<file path="src/rtl/ppf_pkg.sv">
// Purpose: shared constants of the port pin function and reset block
// Assumes: plain register port, 4-bit word address, 8-bit data
// Notes:   offsets are word indices on the register port
package ppf_pkg;
    // ==========================================================
    // widths
    localparam int P1_WIDTH = 8;
    localparam int P2_WIDTH = 7;
    localparam int P3_WIDTH = 8;
    localparam int ADDR_WIDTH = 4;
    localparam int DATA_WIDTH = 8;

    // ==========================================================
    // register offsets
    localparam logic [3:0] P1_DIR_OFS = 4'h0;
    localparam logic [3:0] P1_OUT_OFS = 4'h1;
    localparam logic [3:0] P1_PU_OFS = 4'h2;
    localparam logic [3:0] P1_IN_OFS = 4'h3;
    localparam logic [3:0] P2_DIR_OFS = 4'h4;
    localparam logic [3:0] P2_OUT_OFS = 4'h5;
    localparam logic [3:0] P2_PU_OFS = 4'h6;
    localparam logic [3:0] P2_IN_OFS = 4'h7;
    localparam logic [3:0] P3_DIR_OFS = 4'h8;
    localparam logic [3:0] P3_OUT_OFS = 4'h9;
    localparam logic [3:0] P3_PU_OFS = 4'ha;
    localparam logic [3:0] P3_IN_OFS = 4'hb;
    localparam logic [3:0] TIMER_CTRL_OFS = 4'hc;
    localparam logic [3:0] PIN_MODE_OFS = 4'hd;

    // ==========================================================
    // field positions
    localparam int ASYNC_SEL_BIT = 0;
    localparam int MODE_XTAL_BIT = 0;
    localparam int MODE_TOSC_BIT = 1;
    localparam int MODE_RSTPIN_BIT = 2;
    localparam int MODE_EXTRST_BIT = 3;
    localparam int OSC_IN_BIT = 6;
    localparam int OSC_OUT_BIT = 7;
    localparam int RESET_PIN_BIT = 6;

    // ==========================================================
    // reset values
    localparam logic [7:0] REG_RESET = 8'h00;

    // ==========================================================
    // timing
    localparam int CLK_PERIOD_NS = 25;
    localparam int RESET_MIN_PULSE_NS = 1500;
    localparam int RESET_MIN_CYCLES =
        (RESET_MIN_PULSE_NS + CLK_PERIOD_NS - 1) / CLK_PERIOD_NS;

    // ==========================================================
    // external reset filter states
    typedef enum logic [1:0] {
        PPF_RST_IDLE = 2'b00,
        PPF_RST_LOW = 2'b01,
        PPF_RST_HELD = 2'b11
    } ppf_rst_state_type;
endpackage

</file>
<file path="src/rtl/ppf_port_bank.sv">
// Purpose: one bidirectional port: drive, pull-up and input sampling
// Assumes: pin inputs are asynchronous to clk
// Notes:   direction, drive and pull-up are released by the reset level
//          itself, so the pins float even without a clock
`timescale 1ns/10ps
`default_nettype none
module ppf_port_bank #(
    parameter int WIDTH = 8
) (
    // clock and reset
    input wire logic clk,
    input wire logic rst,
    input wire logic hold_z,
    // settings
    input wire logic [WIDTH-1:0] dir,
    input wire logic [WIDTH-1:0] drive,
    input wire logic [WIDTH-1:0] pull,
    input wire logic [WIDTH-1:0] takeover,
    // pins
    input wire logic [WIDTH-1:0] pin_i,
    output logic [WIDTH-1:0] pin_o,
    output logic [WIDTH-1:0] pin_oe,
    output logic [WIDTH-1:0] pin_pu,
    // sampled level
    output logic [WIDTH-1:0] level
);
    logic [WIDTH-1:0] meta_q;
    logic [WIDTH-1:0] level_q;
    logic [WIDTH-1:0] gp_mask;

    // ==========================================================
    // pin gating
    assign gp_mask = hold_z ? '0 : ~takeover;
    assign pin_oe = dir & gp_mask;
    assign pin_o = drive & pin_oe;
    assign pin_pu = pull & ~dir & gp_mask;
    assign level = level_q;

    // ==========================================================
    // two-stage synchroniser
    always_ff @(posedge clk) begin
        if (rst) begin
            // idle high: the reset pin filter must see no false low
            meta_q <= '1;
            level_q <= '1;
        end else begin
            meta_q <= pin_i;
            level_q <= meta_q;
        end
    end
endmodule
`default_nettype wire

</file>
<file path="src/rtl/ppf_pin_mux.sv">
// Purpose: three general ports with oscillator and reset pin takeover
// Assumes: fuses are static levels; register port on clk
// Notes:   the reset pin filter needs clk; the clockless float comes
//          from the rst level reaching the pad gating directly
//
// Functional notes
// - port one: eight bidirectional bits, pull-up chosen per bit
// - port two: seven bidirectional bits, pull-up chosen per bit
// - port three: eight bidirectional bits, pull-up chosen per bit
// - every port pin floats while any reset is active, clock or not
// - crystal fuse: port one bit six becomes oscillator amplifier input
// - crystal fuse: port one bit seven becomes oscillator amplifier output
// - RC clock plus async select: port one bits seven, six feed timer
// - reset disable fuse programmed: port two bit six is plain I/O
// - fuse unprogrammed: long enough low on bit six resets the device
//
// Decided for this implementation: the strobed register port and the address map.
`timescale 1ns/10ps
`default_nettype none
module ppf_pin_mux #(
    parameter int RESET_MIN_CYCLES = ppf_pkg::RESET_MIN_CYCLES
) (
    // clock and reset
    input wire logic clk,
    input wire logic rst,
    // fuses, high when programmed
    input wire logic crystal_fuse,
    input wire logic reset_disable_fuse,
    // register port
    input wire logic [ppf_pkg::ADDR_WIDTH-1:0] reg_addr,
    input wire logic [ppf_pkg::DATA_WIDTH-1:0] reg_wdata,
    input wire logic reg_wr,
    input wire logic reg_rd,
    output logic [ppf_pkg::DATA_WIDTH-1:0] reg_rdata,
    // port one pins
    input wire logic [ppf_pkg::P1_WIDTH-1:0] port_one_pins_i,
    output logic [ppf_pkg::P1_WIDTH-1:0] port_one_pins_o,
    output logic [ppf_pkg::P1_WIDTH-1:0] port_one_pins_oe,
    output logic [ppf_pkg::P1_WIDTH-1:0] port_one_pins_pu,
    // port two pins
    input wire logic [ppf_pkg::P2_WIDTH-1:0] port_two_pins_i,
    output logic [ppf_pkg::P2_WIDTH-1:0] port_two_pins_o,
    output logic [ppf_pkg::P2_WIDTH-1:0] port_two_pins_oe,
    output logic [ppf_pkg::P2_WIDTH-1:0] port_two_pins_pu,
    // port three pins
    input wire logic [ppf_pkg::P3_WIDTH-1:0] port_three_pins_i,
    output logic [ppf_pkg::P3_WIDTH-1:0] port_three_pins_o,
    output logic [ppf_pkg::P3_WIDTH-1:0] port_three_pins_oe,
    output logic [ppf_pkg::P3_WIDTH-1:0] port_three_pins_pu,
    // pin function status
    output logic crystal_amp_en,
    output logic async_osc_en,
    output logic dev_reset
);
    localparam int CW = $clog2(RESET_MIN_CYCLES + 1);
    localparam logic [CW-1:0] CNT_LAST = CW'(RESET_MIN_CYCLES - 1);
    localparam logic [CW-1:0] CNT_ZERO = '0;

    // ==========================================================
    // declarations
    logic [7:0] p1_dir_q, p1_out_q, p1_pu_q;
    logic [6:0] p2_dir_q, p2_out_q, p2_pu_q;
    logic [7:0] p3_dir_q, p3_out_q, p3_pu_q;
    logic async_sel_q;
    logic ext_seen_q;
    logic [7:0] rdata_q;
    logic [7:0] rdata_d;
    logic [7:0] p1_level;
    logic [6:0] p2_level;
    logic [7:0] p3_level;
    logic [7:0] p1_take;
    logic [6:0] p2_take;
    logic [7:0] p3_take;
    logic xtal_mode, tosc_mode, rstpin_mode;
    logic any_rst;
    logic ext_rst;
    logic [CW-1:0] cnt_q;
    logic [CW-1:0] cnt_d;
    ppf_pkg::ppf_rst_state_type st_q;
    ppf_pkg::ppf_rst_state_type st_d;
    logic [7:0] mode_word;
    logic rst_pin_low;

    // ==========================================================
    // address decode
    function automatic logic hit(input logic [3:0] a, input logic [3:0] o);
        hit = (a == o);
    endfunction

    wire wr_p1_dir = reg_wr && hit(reg_addr, ppf_pkg::P1_DIR_OFS);
    wire wr_p1_out = reg_wr && hit(reg_addr, ppf_pkg::P1_OUT_OFS);
    wire wr_p1_pu = reg_wr && hit(reg_addr, ppf_pkg::P1_PU_OFS);
    wire wr_p2_dir = reg_wr && hit(reg_addr, ppf_pkg::P2_DIR_OFS);
    wire wr_p2_out = reg_wr && hit(reg_addr, ppf_pkg::P2_OUT_OFS);
    wire wr_p2_pu = reg_wr && hit(reg_addr, ppf_pkg::P2_PU_OFS);
    wire wr_p3_dir = reg_wr && hit(reg_addr, ppf_pkg::P3_DIR_OFS);
    wire wr_p3_out = reg_wr && hit(reg_addr, ppf_pkg::P3_OUT_OFS);
    wire wr_p3_pu = reg_wr && hit(reg_addr, ppf_pkg::P3_PU_OFS);
    wire wr_timer = reg_wr && hit(reg_addr, ppf_pkg::TIMER_CTRL_OFS);
    wire wr_mode = reg_wr && hit(reg_addr, ppf_pkg::PIN_MODE_OFS);

    // ==========================================================
    // pin function selection
    assign xtal_mode = crystal_fuse;
    assign tosc_mode = !crystal_fuse && async_sel_q;
    assign rstpin_mode = !reset_disable_fuse;

    // oscillator pins leave general I/O in either oscillator mode
    assign p1_take = {(xtal_mode || tosc_mode),
                      (xtal_mode || tosc_mode), 6'h00};
    assign p2_take = {rstpin_mode, 6'h00};
    assign p3_take = 8'h00;

    assign crystal_amp_en = xtal_mode;
    assign async_osc_en = tosc_mode;

    // ==========================================================
    // reset combination
    // rst is the chip-level reset level and floats the pads with no
    // clock; the filtered pin reset adds to it once clk runs
    assign any_rst = rst || ext_rst;
    assign dev_reset = any_rst;

    // ==========================================================
    // port banks
    ppf_port_bank #(.WIDTH(ppf_pkg::P1_WIDTH)) u_port_one (
        .clk(clk),
        .rst(rst),
        .hold_z(any_rst),
        .dir(p1_dir_q),
        .drive(p1_out_q),
        .pull(p1_pu_q),
        .takeover(p1_take),
        .pin_i(port_one_pins_i),
        .pin_o(port_one_pins_o),
        .pin_oe(port_one_pins_oe),
        .pin_pu(port_one_pins_pu),
        .level(p1_level)
    );

    ppf_port_bank #(.WIDTH(ppf_pkg::P2_WIDTH)) u_port_two (
        .clk(clk),
        .rst(rst),
        .hold_z(any_rst),
        .dir(p2_dir_q),
        .drive(p2_out_q),
        .pull(p2_pu_q),
        .takeover(p2_take),
        .pin_i(port_two_pins_i),
        .pin_o(port_two_pins_o),
        .pin_oe(port_two_pins_oe),
        .pin_pu(port_two_pins_pu),
        .level(p2_level)
    );

    ppf_port_bank #(.WIDTH(ppf_pkg::P3_WIDTH)) u_port_three (
        .clk(clk),
        .rst(rst),
        .hold_z(any_rst),
        .dir(p3_dir_q),
        .drive(p3_out_q),
        .pull(p3_pu_q),
        .takeover(p3_take),
        .pin_i(port_three_pins_i),
        .pin_o(port_three_pins_o),
        .pin_oe(port_three_pins_oe),
        .pin_pu(port_three_pins_pu),
        .level(p3_level)
    );

    // ==========================================================
    // external reset filter
    // the synchronised level is used; a low shorter than the minimum
    // is dropped, which the board must avoid relying on
    assign rst_pin_low = rstpin_mode && !p2_level[ppf_pkg::RESET_PIN_BIT];
    assign ext_rst = (st_q == ppf_pkg::PPF_RST_HELD);

    always_comb begin
        st_d = st_q;
        cnt_d = cnt_q;
        case (st_q)
            ppf_pkg::PPF_RST_IDLE: begin
                cnt_d = CNT_ZERO;
                if (rst_pin_low) begin
                    st_d = ppf_pkg::PPF_RST_LOW;
                end
            end
            ppf_pkg::PPF_RST_LOW: begin
                if (!rst_pin_low) begin
                    st_d = ppf_pkg::PPF_RST_IDLE;
                end else if (cnt_q == CNT_LAST) begin
                    st_d = ppf_pkg::PPF_RST_HELD;
                end else begin
                    cnt_d = cnt_q + 1'b1;
                end
            end
            ppf_pkg::PPF_RST_HELD: begin
                if (!rst_pin_low) begin
                    st_d = ppf_pkg::PPF_RST_IDLE;
                end
            end
            default: begin
                st_d = ppf_pkg::PPF_RST_IDLE;
            end
        endcase
    end

    always_ff @(posedge clk) begin
        if (rst) begin
            st_q <= ppf_pkg::PPF_RST_IDLE;
            cnt_q <= CNT_ZERO;
        end else begin
            st_q <= st_d;
            cnt_q <= cnt_d;
        end
    end

    // ==========================================================
    // control registers, cleared by any reset
    always_ff @(posedge clk) begin
        if (any_rst) begin
            p1_dir_q <= ppf_pkg::REG_RESET;
            p1_out_q <= ppf_pkg::REG_RESET;
            p1_pu_q <= ppf_pkg::REG_RESET;
            p2_dir_q <= ppf_pkg::REG_RESET[6:0];
            p2_out_q <= ppf_pkg::REG_RESET[6:0];
            p2_pu_q <= ppf_pkg::REG_RESET[6:0];
            p3_dir_q <= ppf_pkg::REG_RESET;
            p3_out_q <= ppf_pkg::REG_RESET;
            p3_pu_q <= ppf_pkg::REG_RESET;
            async_sel_q <= 1'b0;
        end else begin
            if (wr_p1_dir) p1_dir_q <= reg_wdata;
            if (wr_p1_out) p1_out_q <= reg_wdata;
            if (wr_p1_pu) p1_pu_q <= reg_wdata;
            if (wr_p2_dir) p2_dir_q <= reg_wdata[6:0];
            if (wr_p2_out) p2_out_q <= reg_wdata[6:0];
            if (wr_p2_pu) p2_pu_q <= reg_wdata[6:0];
            if (wr_p3_dir) p3_dir_q <= reg_wdata;
            if (wr_p3_out) p3_out_q <= reg_wdata;
            if (wr_p3_pu) p3_pu_q <= reg_wdata;
            if (wr_timer) async_sel_q <= reg_wdata[ppf_pkg::ASYNC_SEL_BIT];
        end
    end

    // ==========================================================
    // pin reset flag: survives the pin reset, cleared by writing one
    always_ff @(posedge clk) begin
        if (rst) begin
            ext_seen_q <= 1'b0;
        end else if (ext_rst) begin
            ext_seen_q <= 1'b1;
        end else if (wr_mode && reg_wdata[ppf_pkg::MODE_EXTRST_BIT]) begin
            ext_seen_q <= 1'b0;
        end
    end

    // ==========================================================
    // read path
    always_comb begin
        mode_word = 8'h00;
        mode_word[ppf_pkg::MODE_XTAL_BIT] = xtal_mode;
        mode_word[ppf_pkg::MODE_TOSC_BIT] = tosc_mode;
        mode_word[ppf_pkg::MODE_RSTPIN_BIT] = rstpin_mode;
        mode_word[ppf_pkg::MODE_EXTRST_BIT] = ext_seen_q;
    end

    always_comb begin
        if (hit(reg_addr, ppf_pkg::P1_DIR_OFS)) rdata_d = p1_dir_q;
        else if (hit(reg_addr, ppf_pkg::P1_OUT_OFS)) rdata_d = p1_out_q;
        else if (hit(reg_addr, ppf_pkg::P1_PU_OFS)) rdata_d = p1_pu_q;
        else if (hit(reg_addr, ppf_pkg::P1_IN_OFS)) rdata_d = p1_level;
        else if (hit(reg_addr, ppf_pkg::P2_DIR_OFS)) rdata_d = {1'b0, p2_dir_q};
        else if (hit(reg_addr, ppf_pkg::P2_OUT_OFS)) rdata_d = {1'b0, p2_out_q};
        else if (hit(reg_addr, ppf_pkg::P2_PU_OFS)) rdata_d = {1'b0, p2_pu_q};
        else if (hit(reg_addr, ppf_pkg::P2_IN_OFS)) rdata_d = {1'b0, p2_level};
        else if (hit(reg_addr, ppf_pkg::P3_DIR_OFS)) rdata_d = p3_dir_q;
        else if (hit(reg_addr, ppf_pkg::P3_OUT_OFS)) rdata_d = p3_out_q;
        else if (hit(reg_addr, ppf_pkg::P3_PU_OFS)) rdata_d = p3_pu_q;
        else if (hit(reg_addr, ppf_pkg::P3_IN_OFS)) rdata_d = p3_level;
        else if (hit(reg_addr, ppf_pkg::TIMER_CTRL_OFS))
            rdata_d = {7'h00, async_sel_q};
        else if (hit(reg_addr, ppf_pkg::PIN_MODE_OFS)) rdata_d = mode_word;
        else rdata_d = 8'h00;
    end

    // data stands for the one cycle after the read strobe only
    always_ff @(posedge clk) begin
        if (rst) begin
            rdata_q <= 8'h00;
        end else if (reg_rd) begin
            rdata_q <= rdata_d;
        end else begin
            rdata_q <= 8'h00;
        end
    end

    assign reg_rdata = rdata_q;
endmodule
`default_nettype wire

</file>
<file path="config.mk">
export PLATFORM = sky130hd
export DESIGN_NAME = ppf_pin_mux
export DESIGN_NICKNAME = d
export VERILOG_FILES = /design/src/rtl/ppf_pkg.sv /design/src/rtl/ppf_port_bank.sv /design/src/rtl/ppf_pin_mux.sv
export SDC_FILE = /design/constraint.sdc
export NUM_CORES = 1
export LEC_CHECK = 0
export BUFFER_PORTS_ARGS = -buffer_cell sky130_fd_sc_hd__buf_4
export CORE_UTILIZATION = 35
export CTS_CLUSTER_SIZE = 24
export DETAILED_ROUTE_END_ITERATION = 8
export PLACE_DENSITY_LB_ADDON = 0.15
export SETUP_SLACK_MARGIN = 0.2
export SLEW_MARGIN = 20
export SYNTH_ARGS = -nofsm -noshare
export SYNTH_HDL_FRONTEND = slang
export SYNTH_SLANG_ARGS = --single-unit
export TNS_END_PERCENT = 20
</file>
<file path="constraint.sdc">
create_clock -name clk -period 1.5 [get_ports clk]
set_input_delay 0 -clock clk [delete_from_list [all_inputs] [get_ports clk]]
set_output_delay 0 -clock clk [all_outputs]
set_load 0.02 [all_outputs]
</file>
Yosys cells after proc, flatten, opt, wreduce, memory -nomap -nowiden

Index checks and enable logic that the tools add are counted.
W data, S select, Z words.

Flip-flop bits (word level): 133
Logic and storage cells: 113
Output and inout bits: 80

Equal/unequal tests: 21
Bitwise logic cells: 18
$add $sub $neg: 1
Mux-type cells: 27
Reduce and logical (&&, ||, !) cells: 26

Operator list:

| kind                  | number |
|---|---|
| $mux W8               | 14 |
| $and A8 B8 Y8         | 8 |
| $and A7 B7 Y7         | 4 |
| $eq A4 B4 Y1 const B  | 6 |
| $not A8 Y8            | 3 |
| $eq A4 B3 Y1 const B  | 4 |
| $logic_and A1 B1 Y1   | 14 |
| $not A7 Y7            | 2 |
| $mux W6               | 2 |
| $pmux W6 S2           | 1 |
| $eq A4 B2 Y1 const B  | 2 |
| $mux W2               | 4 |
| $mux W4               | 2 |
| $ne A2 B2 Y1 const B  | 4 |
| $mux W7               | 1 |
| $add A6 B1 Y6 const B | 1 |
| $eq A6 B6 Y1 const B  | 1 |
| $pmux W2 S3           | 1 |
| $reduce_and A3 Y1     | 2 |
| $eq A4 B1 Y1 const B  | 1 |
| $logic_not A4 Y1      | 1 |
| $reduce_bool A2 Y1    | 2 |
| $logic_not A1 Y1      | 3 |
| $ne A3 B3 Y1 const B  | 1 |
| 7 further kinds       | 9 |

Longest topological paths before layout

Depth after elaboration: 16
Mapped depth: 7

Modules after synthesis

From an unflattened synthesis, not the netlist that was laid out.

Cells, all modules: 665
Area total of the unflattened synthesis: 6,502.5 um^2

Modules (own cells, without submodules):

| module                          | area an instance (um^2) | times used | cells an instance |
|---|---|---|---|
| ppf_pin_mux                     | 4,401.7                 | 1          | 495 |
| ppf_port_bank at u_port_one ... | 718.2                   | 2          | 59 |
| ppf_port_bank at u_port_two     | 664.4                   | 1          | 52 |

Least setup slack after synthesis

No wires, ideal clock.

Kind: register to output
Start point: register st_q[0]
End point: output port_three_pins_pu[0] in the netlist's numbering
Required time: 1.500 ns
Path buffers: 3
Data arrival time: 1.597 ns
Setup slack: -0.097 ns
Stages on the path, launching flop included: 7
Cells stage by stage: dfxtp_1 > buf_2 > a21oi_2 > inv_2 > clkbuf_1 > buf_2 > nor3b_1

Longest elaborated chain between the ends: 4

RTL lines:

| what                     | line                | text |
|---|---|---|
| start: declaration       | ppf_pin_mux.sv:79   | `ppf_pkg::ppf_rst_state_type st_q;` |
| start signal: assignment | ppf_pin_mux.sv:210  | `st_q <= ppf_pkg::PPF_RST_IDLE;` |
| start signal: assignment | ppf_pin_mux.sv:213  | `st_q <= st_d;` |
| $eq A2 B2 Y1             | ppf_pin_mux.sv:176  | `assign ext_rst = (st_q == ppf_pkg::PPF_RST_HELD);` |
| $logic_or A1 B1 Y1       | ppf_pin_mux.sv:121  | `assign any_rst = rst \|\| ext_rst;` |
| $mux W8                  | ppf_port_bank.sv:33 | `assign gp_mask = hold_z ? '0 : ~takeover;` |
| $and A8 B8 Y8            | ppf_port_bank.sv:36 | `assign pin_pu = pull & ~dir & gp_mask;` |
| end: declaration         | ppf_pin_mux.sv:49   | `output logic [ppf_pkg::P3_WIDTH-1:0] port_three_pins_pu,` |

Every way passes these cells.

Worst setup path after layout

Start point: register st_q[0]
End point: output port_one_pins_pu[7] in the netlist's numbering

Longest elaborated chain between the ends: 4

RTL lines:

| what               | line                | text |
|---|---|---|
| $eq A2 B2 Y1       | ppf_pin_mux.sv:176  |  |
| $logic_or A1 B1 Y1 | ppf_pin_mux.sv:121  |  |
| $mux W8            | ppf_port_bank.sv:33 |  |
| $and A8 B8 Y8      | ppf_port_bank.sv:36 |  |
| end: declaration   | ppf_pin_mux.sv:39   | `output logic [ppf_pkg::P1_WIDTH-1:0] port_one_pins_pu,` |

Every way passes these cells.

==> results.tsv <==
stage	metric	value	unit
status	outcome	finished, violations left	
status	failing checks	negative setup slack	
pwr	leakage	3.88	nW
pwr	total power	9.41	mW
route	top routing layer in use	met4	
clock_network	Worst-Skew Late Latency	0.43	ns
critical_path	cell mode on critical path	buf_6	
cells_and_area	share of layout cells above drive strength 1	38.9	%
route	routed len/inst	18.8	um
cells_and_area	final layout net count	885	
cells_and_area	# diodes	0	
sta	fin crit share	116	%
synth	Post-synth EDFFs	0	
clock_network	CTS tree	built	
route	DR WL met3	1130	um
sta	Hold Violations, Final	0	
sta	Worst Skew	0.0136	ns
flow_run	max-cap viol count	0	
synth	register area share after synthesis	44.2	%
synth	compound-gate portion of the synthesized area	9.03	%
global_route	gr ovfl total	0	
sta	RSZ-0062 raised after global routing	yes	
route	drt via density	5.11	
synth	flop and latch count out of synthesis	133	
floorplanning	starting density of the core	36.1	%
floorplanning	IO Pins	121	
global_route	total track usage	23.4	%
route	Detailed Routing Iterations Pass 1	5	
synth	simple-gate share of the synthesized area	26.7	%
global_route	first-pass GRT wire length	31600	um
synth	main combinational cell family by area after synthesis	simple AND/OR/NAND/NOR gates	
clock_network	clock tree sinks	133	
clock_network	TritonCTS buffer count	17	
route	Met1 Wirelength	9100	um
clock_network	root buf cell	clkbuf_16	
critical_path	Crit path largest cell delay	0.33	ns
worst_hold_path	worst min-delay path class	input pin to flip-flop	
critical_path	critical path required time	1.50	ns
synth	Yosys top cell area share	44.2	%
global_route	vias in the first global route	5525	
synth	xor and xnor area share after synthesis	0.145	%
cells_and_area	synthesis-to-layout area growth	51.0	%
route	Post-Route WL	20200	um
critical_path	CP Max Fanout	6	
route	Met2 Wirelength	9600	um
clock_network	CTS max path bufs	2	
sta	setup TNS	-11.23	ns
critical_path	Crit path arrival time	1.73	ns
sta	worst-margin pin slew	0.552	ns
floorplanning	core box area	16700	um2
synth	synth warn	0	
synth	Syn Std Cell Area	6030	um2
critical_path	critical path class	flip-flop to output pin	
place	pre-CTS setup slack	-0.0350	ns
cells_and_area	Fill cells	1531	
route	DR vias	5495	
synth	Synth cell types	59	
synth	Synth async-reset ratio	0	%
synth	Avg Inst Size Synth	9.30	um2
synth	top_reg_cell synth	dfxtp_1	
synth	Post-Synth Adder-Cell Area	0.208	%
sta	final worst slack	-0.233	ns
clock_network	H-Tree Depth	4	
sta	worst slew margin relative to its limit	62.2	%
clock_network	Reg clk slew, reported paths	0.06	ns
floorplanning	Chip Height	133	um
floorplanning	Die ar.	17800	um2
critical_path	Worst setup SP type	flip-flop	
pwr	maximum vdd drop	0.823	mV
global_route	initial antenna violation count	0	
place	RePlAce Congestion	0.918	
place	port bufs	120	
synth	Synth area leader	dfxtp_1	
sta	Finish-stage setup viols	70	
synth	post-synth net total	690	
pwr	cell area power density	1030	nW/um2
sta	Max Transition Viols Final	0	
critical_path	Worst Setup End Kind	output pin	
critical_path	critical path's slowest cell	dfxtp_2	
floorplanning	die extent in x	133	um
synth	mux contribution to synthesized area	15.6	%
route	post-route ant nets	0	
synth	Mapped Cells	648	
floorplanning	Cell Rows	47	
place	HPWL after detailed placement	14200	um
synth	synth top area cells	dfxtp_1 44%, mux2i_1 14%, nor2_1 5.4%	
route	1st-iter DRT viols	377	
sta	Peak Freq	577	MHz
sta	minimum clock period	1.73	ns
route	Post-route DRC	0	
global_route	largest net degree at the start of global routing	47	
critical_path	crit-path cells	a21oi_4, clkinv_4, nor3_4, buf_6, and3b_2, buf_6	
[kinds of logic (layout without fill, tap and decap cells)]
| kind of cell | after synthesis | count (layout) |
|---|---|---|
| AO/OA/AOI/OAI | 80 | 80 |
| XOR/XNOR | 1 | 1 |
| adder cells (fa/ha/maj) | 1 | 1 |
| buffers and inverters | 54 | 262 |
| flip-flops | 133 | 133 |
| multiplexers | 91 | 91 |
| AND/OR/NAND/NOR | 288 | 288 |
[metrics by stage]
step	cells	utilization, %	hold WS, ns	area [um2]
5_1_grt	1076	54.5	0.0724	9100
3_5_place_dp	996	46.3	0.187	7730
4_1_cts	1073	54.0	0.0284	9020
2_1_floorplan	648	-	0.0854	6290
3_3_place_gp	996	46.3	0.184	7730
6_report	1076	54.5	0.0400	9100
[critical path, delay by kind of cell (launching register included)]
kind | cells | cell delay (ns)
DFF | 1 | 0.33
and+or+nand+nor | 2 | 0.38
AOI/OAI and AO/OA | 1 | 0.21
buffers and inverters | 3 | 0.39
[layout make-up]
class | instances | area [um2] | share of cell area [%]
Clock buffer | 19 | 443 | 4.87
Clock inverter | 13 | 228 | 2.50
Inverter | 6 | 27.5 | 0.302
Multi-Input combinational cell | 461 | 3480 | 38.2
Sequential cell | 133 | 2670 | 29.4
Tap cell | 220 | 275 | 3.02
Timing Repair Buffer | 224 | 1980 | 21.8
[per-layer routing]
layer | track usage, % | vias up
li1 | - | 2639
met2 | 37.6 | 192
met5 | 0 | -
met3 | 4.19 | 25
met1 | 31.1 | 2639
met4 | 8.90 | 0
[registers in the layout (all words and copies together) (netlist names), 2 cells and up]
| register | cells |
|---|---|
| cnt_q | 6 |
| p1_dir_q | 8 |
| p1_out_q | 8 |
| p1_pu_q | 8 |
| p2_dir_q | 7 |
| p2_out_q | 7 |
| p2_pu_q | 7 |
| p3_dir_q | 8 |
| p3_out_q | 8 |
| p3_pu_q | 8 |
| reg_rdata | 8 |
| st_q | 2 |
| u_port_one.level | 8 |
| u_port_one.meta_q | 8 |
| u_port_three.level | 8 |
| u_port_three.meta_q | 8 |
| u_port_two.level | 7 |
| u_port_two.meta_q | 7 |
[layout by cell type (no fill, tap or decap), types with 7 or more instances in the layout]
cell           netlist  layout
buf_4                6     165
dfxtp_1            133     129
nor2_1              86      86
mux2i_1             85      84
or2_2               46      46
dlygate4sd3_1        0      37
and2_1              25      23
and3_1              25      21
nor3b_4              0      19
nand2_1             19      19
clkbuf_16            0      18
o21ai_0             18      15
nand3_1             11      10
a21oi_1             11      10
buf_6                1      10
buf_12               0       9
nor3_1               9       8
o21ai_1              5       7
nor2_4               7       7
nand2b_1             7       7
[cell usage after synthesis, types with 11 or more instances]
master,n
dfxtp_1,133
nor2_1,86
mux2i_1,85
or2_2,46
clkbuf_1,26
and2_1,25
and3_1,25
nor3b_1,24
nand2_1,19
o21ai_0,18
buf_2,14
a21oi_1,11
nand3_1,11
[report_power, final]
group / switching [mW] / internal, mW / leakage [nW]
registers: 0.0533 / 3.62 / 1.09
logic: 0.511 / 0.476 / 2.47
clock network: 1.59 / 3.16 / 0.323
[repair_timing]
| action | CTS | global route |
|---|---|---|
| setup endpoints to repair | 82 | 96 |
| setup buffers | 6 | 2 |
| hold buffers | 37 | 0 |
| pin swaps | 10 | 10 |
| cloned | 2 | 1 |
| gates resized for setup | 34 | 16 |
| endpoints found under the hold margin | 103 | 0 |
[final timing paths]
check,start,endpoint,slack [ns],depth (start not counted)
worst max-delay path,st_q[0]$_SDFFE_PP0P_,port_one_pins_pu[7],-0.23,6
worst min-delay path,reg_wr,async_sel_q$_SDFFE_PP0P_,0.04,4
worst max register to register,st_q[1]$_SDFFE_PP0P_,cnt_q[2]$_SDFFE_PP0P_,-0.01,6
worst min register to register,u_port_three.meta_q[7]$_SDFF_PP1_,u_port_three.level[7]$_SDFF_PP1_,0.41,1
(Power assumes the default switching activity.)
